[src/common/csm_pkg.sv]
// Constants and types shared by the converter status monitor bank
package csm_pkg;
    localparam int          CSM_NUM_CH       = 100;
    localparam int          CSM_CH_AW        = 7;
    localparam logic [15:0] CSM_ERR_FIRST    = 16'h0001;
    localparam logic [15:0] CSM_ERR_LAST     = 16'h0064;
    localparam logic [15:0] CSM_CONV_MATCH   = 16'h0065;
    localparam logic [15:0] CSM_MOD_FIRST    = 16'h0066;
    localparam logic [15:0] CSM_MOD_LAST     = 16'h00c9;
    localparam logic [15:0] CSM_LINK_STATE   = 16'h00ca;
    localparam logic [15:0] CSM_HEARTBEAT    = 16'h00cb;
    localparam logic [15:0] CSM_CTRL_ERR     = 16'h00cc;
    localparam logic [15:0] CSM_UNIT_FLAG    = 16'h00cd;
    // Module error word bit positions
    localparam int          CSM_EB_ADJ       = 0;
    localparam int          CSM_EB_BACKUP    = 1;
    localparam int          CSM_EB_ADC       = 2;
    localparam int          CSM_EB_LOGIC     = 5;
    localparam logic [15:0] CSM_ERR_MAX      = 16'h0027;
    // Controller link error bit positions
    localparam int          CSM_LB_NET       = 0;
    localparam int          CSM_LB_RW        = 1;
    localparam int          CSM_LB_TMO       = 2;
    localparam int          CSM_LB_INT       = 4;
    localparam logic [15:0] CSM_HB_MAX       = 16'h7530;
    localparam logic [15:0] CSM_HB_RESET     = 16'h0000;
    localparam int          CSM_RD_LATENCY   = 2;
    // Channel memory entry: {match, logic, adc, backup, adj}
    localparam int          CSM_ENT_W        = 5;
    localparam logic [4:0]  CSM_ENT_RESET    = 5'h00;

    typedef enum logic [1:0] {
        CSM_SRC_WORD  = 2'b00,
        CSM_SRC_ERR   = 2'b01,
        CSM_SRC_MATCH = 2'b10
    } csm_src_t;
endpackage

[src/common/csm_mem_if.sv]
// Interface between the status bank and its per-channel memory
`timescale 1ns/1ns
interface csm_mem_if;
    import csm_pkg::*;
    logic                 wr_en;
    logic [CSM_CH_AW-1:0] wr_addr;
    logic [CSM_ENT_W-1:0] wr_data;
    logic [CSM_CH_AW-1:0] rd_addr;
    logic [CSM_ENT_W-1:0] rd_data;

    modport bank (output wr_en, output wr_addr, output wr_data, output rd_addr,
                  input rd_data);
    modport mem  (input wr_en, input wr_addr, input wr_data, input rd_addr,
                  output rd_data);
endinterface

[src/hdl/csm_chan_mem.sv]
// Per-channel fault and backup-match memory with registered read data
`timescale 1ns/1ns
module csm_chan_mem
    import csm_pkg::*;
(
    input  wire logic sys_clk,
    input  wire logic reset_n,
    csm_mem_if.mem    mif
);
    logic [CSM_ENT_W-1:0] mem_r [0:CSM_NUM_CH-1];
    logic [CSM_ENT_W-1:0] rd_data_nxt;

    always_comb begin
        rd_data_nxt = mem_r[mif.rd_addr];
    end

    always_ff @(posedge sys_clk) begin
        if (!reset_n) begin
            for (int i = 0; i < CSM_NUM_CH; i++) begin
                mem_r[i] <= CSM_ENT_RESET;
            end
            mif.rd_data <= CSM_ENT_RESET;
        end else begin
            if (mif.wr_en) begin
                mem_r[mif.wr_addr] <= mif.wr_data;
            end
            mif.rd_data <= rd_data_nxt;
        end
    end
endmodule

[src/hdl/csm_status_bank.sv]
// Read-only status and monitor word bank of the communication converter
`timescale 1ns/1ns
module csm_status_bank
    import csm_pkg::*;
(
    input  wire logic                 sys_clk,
    input  wire logic                 reset_n,
    input  wire logic                 bus_rd_en,
    input  wire logic                 bus_wr_en,
    input  wire logic [15:0]          bus_addr,
    input  wire logic [15:0]          bus_wr_data,
    output logic      [15:0]          bus_rd_data,
    output logic                      bus_rd_valid,
    input  wire logic                 ch_upd_valid,
    input  wire logic [CSM_CH_AW-1:0] ch_upd_index,
    input  wire logic                 ch_adj_fault,
    input  wire logic                 ch_backup_fault,
    input  wire logic                 ch_adc_fault,
    input  wire logic                 ch_logic_fault,
    input  wire logic                 ch_backup_match,
    input  wire logic                 conv_backup_match,
    input  wire logic                 collect_done,
    input  wire logic                 comm_period_tick,
    input  wire logic                 heartbeat_mode_select,
    input  wire logic                 net_op_fail,
    input  wire logic                 ctrl_rw_fail,
    input  wire logic                 ctrl_timeout,
    input  wire logic                 internal_comm_fail,
    input  wire logic                 unit_present
);
    csm_mem_if mif ();

    csm_chan_mem u_mem (
        .sys_clk (sys_clk),
        .reset_n (reset_n),
        .mif     (mif)
    );

    // ------------------------------------------------------------
    // Channel updates and read address
    // ------------------------------------------------------------
    logic [15:0] err_idx;
    logic [15:0] mod_idx;
    logic        in_err;
    logic        in_mod;

    always_comb begin
        err_idx     = bus_addr - CSM_ERR_FIRST;
        mod_idx     = bus_addr - CSM_MOD_FIRST;
        in_err      = (bus_addr >= CSM_ERR_FIRST) && (bus_addr <= CSM_ERR_LAST);
        in_mod      = (bus_addr >= CSM_MOD_FIRST) && (bus_addr <= CSM_MOD_LAST);
        mif.wr_en   = ch_upd_valid;
        mif.wr_addr = ch_upd_index;
        mif.wr_data = {ch_backup_match, ch_logic_fault, ch_adc_fault,
                       ch_backup_fault, ch_adj_fault};
        mif.rd_addr = in_mod ? mod_idx[CSM_CH_AW-1:0] : err_idx[CSM_CH_AW-1:0];
    end

    // ------------------------------------------------------------
    // Heartbeat word
    // ------------------------------------------------------------
    logic [15:0] hb_r;
    logic [15:0] hb_nxt;

    always_comb begin
        hb_nxt = hb_r;
        if (comm_period_tick) begin
            if (heartbeat_mode_select) begin
                hb_nxt = (hb_r >= CSM_HB_MAX) ? 16'h0000 : hb_r + 16'h0001;
            end else begin
                hb_nxt = (hb_r == 16'h0000) ? 16'h0001 : 16'h0000;
            end
        end
    end

    always_ff @(posedge sys_clk) begin
        if (!reset_n) begin
            hb_r <= CSM_HB_RESET;
        end else begin
            hb_r <= hb_nxt;
        end
    end

    // ------------------------------------------------------------
    // Read pipeline: stage one decodes, stage two formats
    // ------------------------------------------------------------
    logic        v1_r;
    logic        v1_nxt;
    csm_src_t    src1_r;
    csm_src_t    src1_nxt;
    logic [15:0] word1_r;
    logic [15:0] word1_nxt;
    logic [15:0] rd_data_nxt;
    logic [CSM_ENT_W-1:0] ent;

    // Writes never reach any storage here, so bus_wr_data goes unused and bus_wr_en only feeds an assertion
    always_comb begin
        v1_nxt    = bus_rd_en;
        src1_nxt  = CSM_SRC_WORD;
        word1_nxt = 16'h0000;
        if (in_err) begin
            src1_nxt = CSM_SRC_ERR;
        end else if (in_mod) begin
            src1_nxt = CSM_SRC_MATCH;
        end else begin
            case (bus_addr)
                CSM_CONV_MATCH: word1_nxt = {15'h0000, conv_backup_match};
                CSM_LINK_STATE: word1_nxt = {15'h0000, collect_done};
                CSM_HEARTBEAT:  word1_nxt = hb_r;
                CSM_CTRL_ERR:   word1_nxt = {11'h000, internal_comm_fail, 1'b0,
                                             ctrl_timeout, ctrl_rw_fail,
                                             net_op_fail};
                CSM_UNIT_FLAG:  word1_nxt = {15'h0000, unit_present};
                default:        word1_nxt = 16'h0000;
            endcase
        end
    end

    always_comb begin
        ent = mif.rd_data;
        case (src1_r)
            CSM_SRC_ERR:   rd_data_nxt = {10'h000, ent[3], 2'b00,
                                          ent[2], ent[1], ent[0]};
            CSM_SRC_MATCH: rd_data_nxt = {15'h0000, ent[4]};
            default:       rd_data_nxt = word1_r;
        endcase
    end

    always_ff @(posedge sys_clk) begin
        if (!reset_n) begin
            v1_r         <= 1'b0;
            src1_r       <= CSM_SRC_WORD;
            word1_r      <= 16'h0000;
            bus_rd_valid <= 1'b0;
            bus_rd_data  <= 16'h0000;
        end else begin
            v1_r         <= v1_nxt;
            src1_r       <= src1_nxt;
            word1_r      <= word1_nxt;
            bus_rd_valid <= v1_r;
            bus_rd_data  <= v1_r ? rd_data_nxt : 16'h0000;
        end
    end

    // ------------------------------------------------------------
    // Assertions
    // ------------------------------------------------------------
    csm_src_t src2_r;

    always_ff @(posedge sys_clk) begin
        if (!reset_n) begin
            src2_r <= CSM_SRC_WORD;
        end else begin
            src2_r <= src1_r;
        end
    end
endmodule

[config.mk]
export PLATFORM = sky130hd
export DESIGN_NAME = csm_status_bank
export DESIGN_NICKNAME = d
export VERILOG_FILES = /design/src/common/csm_pkg.sv /design/src/common/csm_mem_if.sv /design/src/hdl/csm_chan_mem.sv /design/src/hdl/csm_status_bank.sv
export SDC_FILE = /design/constraint.sdc
export NUM_CORES = 1
export LEC_CHECK = 0
export BUFFER_PORTS_ARGS = -buffer_cell sky130_fd_sc_hd__buf_2
export CORE_ASPECT_RATIO = 0.9
export CORE_UTILIZATION = 50
export CTS_CLUSTER_DIAMETER = 200
export DETAILED_ROUTE_END_ITERATION = 8
export PLACE_DENSITY = 0.72
export SETUP_SLACK_MARGIN = 0.3
export SLEW_MARGIN = 20
export SYNTH_ARGS = -nofsm -noshare
export SYNTH_HDL_FRONTEND = slang
export SYNTH_SLANG_ARGS = --single-unit
export TNS_END_PERCENT = 5
[constraint.sdc]
create_clock -name sys_clk -period 7.6 [get_ports sys_clk]
set_clock_uncertainty 0.2 [all_clocks]
set_input_delay 2.28 -clock sys_clk [delete_from_list [all_inputs] [get_ports sys_clk]]
set_output_delay 2.28 -clock sys_clk [all_outputs]
set_load 0.05 [all_outputs]
==> results.md <==
- Status: finished, final reports clean
- Antenna viol nets, final: 0
- Total gr overflow: 0
- WP buf/inv: 4
- Worst-Skew Late Latency: 0.63 ns
- Initial core utilization: 51.1%
- WHS Path Cells: 1
- Gpl congestion: 1.03
- Syn Inst Count: 2815
- CP max FO: 24
- Flop and latch count out of synthesis: 697
- Root buffer cell: clkbuf_16
- Drt wl/cell: 29.6 um
- Initial antenna violation count: 7
- Top_reg_cell synth: edfxtp_1
- Post-CTS setup repair buffer count: 0
- DP Cell Count: between 3000 and 4000
- CP top delay family: simple AND/OR/NAND/NOR gates
- Pre-antenna DRT Iters: 8
- Via/cell ratio: 6.82
- CTS Buf Count: 74
- CP arrival: 6.75 ns
- VDD IR max: 0.000182 V
- WP depth: 14
- CP required: 7.97 ns
- RSZ-0062 raised after global routing: no
- Slew Limit Fails: 0
- Clock Sinks: about 700
- Post-cts resize count: 0
- Worst-path clk slew: 0.06 ns
- Die X: 273 um
- Number of enable flip-flop cells after synthesis: 640
- CP startpoint kind: input pin
- Final cell count without fillers: 3718
- Most common cell after layout, fill and taps aside: edfxtp_1
- Filler instances: 5153
- Leakage: ~13 nW
- Critical path class: in2reg
- Fin nets: about 2900
- Max-cap violations: 0
- Pin count of the biggest net entering global routing: 80
- Share of cells above drive strength 1: 12.0%
- Port Buffer Count: 57
- Die footprint: between 0.06 and 0.07 mm2
- Commonest non-fill, non-tap cells in the layout: edfxtp_1 (640), and2_1 (318), nor2_1 (235), and3_1 (220), o22ai_1 (178)
- Slew headroom: 25.1%
- Htree depth: 3
- Vert. Die Dim: 246 um
- Core area: 0.0646 mm2
- Net Count, Synth: ~2900
- Synth async-reset ratio: 0%
- # rows: 88
- Synthesized area: 0.0330 mm2
- Fin. Hold Viols: 0
- Synth cell types: 89
- # hold bufs at CTS: 0
- PwrDens: 245 mW/mm2
- Critical path, cell by cell: buf_2 -> inv_1 -> ha_1 -> nor2_1 -> nand2_1 -> buf_4 -> nor4_1 -> a21oi_4 -> buf_4 -> o221ai_1 -> nor4_1 -> a2111oi_0 -> a41o_1 -> o21ai_1
- Hold crit path type: reg2reg
- Minimum clock period: roughly 6.4 ns
- Worst setup EP type: flop
- Setup TNS: 0 ns
- Vias in the first global route: 23700
- Final setup viols: 0
- Worst path max stage delay: between 0.9 and 1 ns
- Synth Area per Inst: 11.7 um2
- Slew @ Worst Pin: 1.12 ns
- Sequential area share after synthesis: 61.7%
- First-pass GRT wire length: 160 mm
- Final WL: 110 mm
- Gr usage total: around 33%
- Drt drc: 0
- Clock tree from TritonCTS: built
- Area Growth Syn to Fin: 11.8%
- Post-DP HPWL: 71.0 mm
- I/O pins: between 70 and 80
- Iteration-0 DRC count of the detailed router: 4155
- Reg2Reg Depth: 9
- Slowest stage cell, crit path: nor4_1
- Vias post-DR: 25300
- Period utilisation layout: 84.0%
- Ys Warns: 0
- Layout Utilization: 57.1%
- Clock buffer depth: 3
- Max Fclk: about 0.16 GHz
power by group:
part,internal (mW),leakage (nW),switching (mW)
Clock,2.26,1.24,1.55
Combinational,0.233,5.41,0.595
Sequential,4.33,6.47,0.0856
area by class of cell:
type | count | area (um2) | area share (%)
timing repair buffer | 168 | 1180 | 3.21
clock inverter | 41 | 513 | 1.39
sequential | 697 | 20400 | 55.2
antenna | 4 | 10.0 | 0.0271
inverter | 22 | 82.6 | 0.224
tap | 855 | 1070 | 2.90
clock buffer | 95 | 2040 | 5.54
multi-input combinational | 1836 | 11600 | 31.5
stage by stage:
stage          setup WS (ns)  cell area, um2  power [mW]  hold slack (ns)
3_5_place_dp           0.806           34300        5.28            0.211
5_1_grt                 1.13           36900        9.25            0.239
3_3_place_gp           0.931           34300        5.26            0.208
2_1_floorplan           1.50           33000        4.90            0.206
6_report                1.22           36900        9.05            0.222
4_1_cts                 1.48           36900        9.03            0.225
cell families after synthesis:
family          share of synthesized area [%]
buf+inv                                  3.52
xor+xnor                                0.106
mux                                      1.75
fa+ha+maj                               0.455
simple gates                             19.5
compound gates                           12.9
flops                                    61.7
flip-flops by register name (all words and copies together), names as in the netlist:
register           count
u_mem.mem_r          640
src1_r                 2
word1_r               16
v1_r                   1
u_mem.mif.rd_data      5
bus_rd_data           16
hb_r                  16
bus_rd_valid           1
metal layers:
| layer | GRT usage, % | vias to the layer above | routed length [um] | share of wire (%) |
|---|---|---|---|---|
| met5 | 0 | - | 32 | 0.029 |
| met4 | 13.4 | 6 | 4820 | 4.4 |
| met3 | 9.73 | 323 | 15200 | 14 |
| met2 | 48.3 | 1880 | 47900 | 43 |
| met1 | 45.4 | 12400 | 42200 | 38 |
| li1 | - | 10700 | - | - |
synthesized netlist by cell type, types with 6 or more instances:
cell         n  area [um2]
nor4b_1      6        52.6
o32ai_1      7        61.3
a2111oi_0    9        78.8
o22a_1      36         315
o31ai_1     11        82.6
a31oi_1     13        81.3
and3_1     221        1380
o22ai_1    178        1110
a22oi_1     18         135
edfxtp_1   640       19200
nor2b_1     11        68.8
nor2_1     237         890
or4_1       12        90.1
clkbuf_1   184         691
a21o_1      18         135
mux2i_1     15         150
o21bai_1     9        67.6
buf_2       50         250
o21ai_1      7        35.0
dfxtp_1     57        1140
nand3_1     30         150
o311ai_0     7        61.3
buf_1       20        75.1
ha_1        12         150
nand2b_1    21         131
nor3_1      45         225
o21ai_0    102         510
and2_1     319        2000
a21oi_1     32         160
o221ai_1    75         657
mux2_2       6        67.6
inv_1       22        82.6
o211ai_1    14         105
mux4_2      16         360
nor4_1      69         432
nand2_1    136         510
or3_1       24         150
nand4_1      8        50.1
final timing paths:
check / startpoint / slack, ns / endpoint
worst min register to register: word1_r[13]$_SDFF_PP0_ / 0.22 / bus_rd_data[13]$_SDFF_PN0_
worst min-delay path: word1_r[13]$_SDFF_PP0_ / 0.22 / bus_rd_data[13]$_SDFF_PN0_
worst max-delay path: bus_addr[2] / 1.22 / u_mem.mif.rd_data[1]$_SDFF_PN0_
worst max register to register: u_mem.mem_r[95][3]$_SDFFCE_PN0P_ / 4.61 / u_mem.mif.rd_data[3]$_SDFF_PN0_
Note: power is estimated with default switching activity, not from simulation.
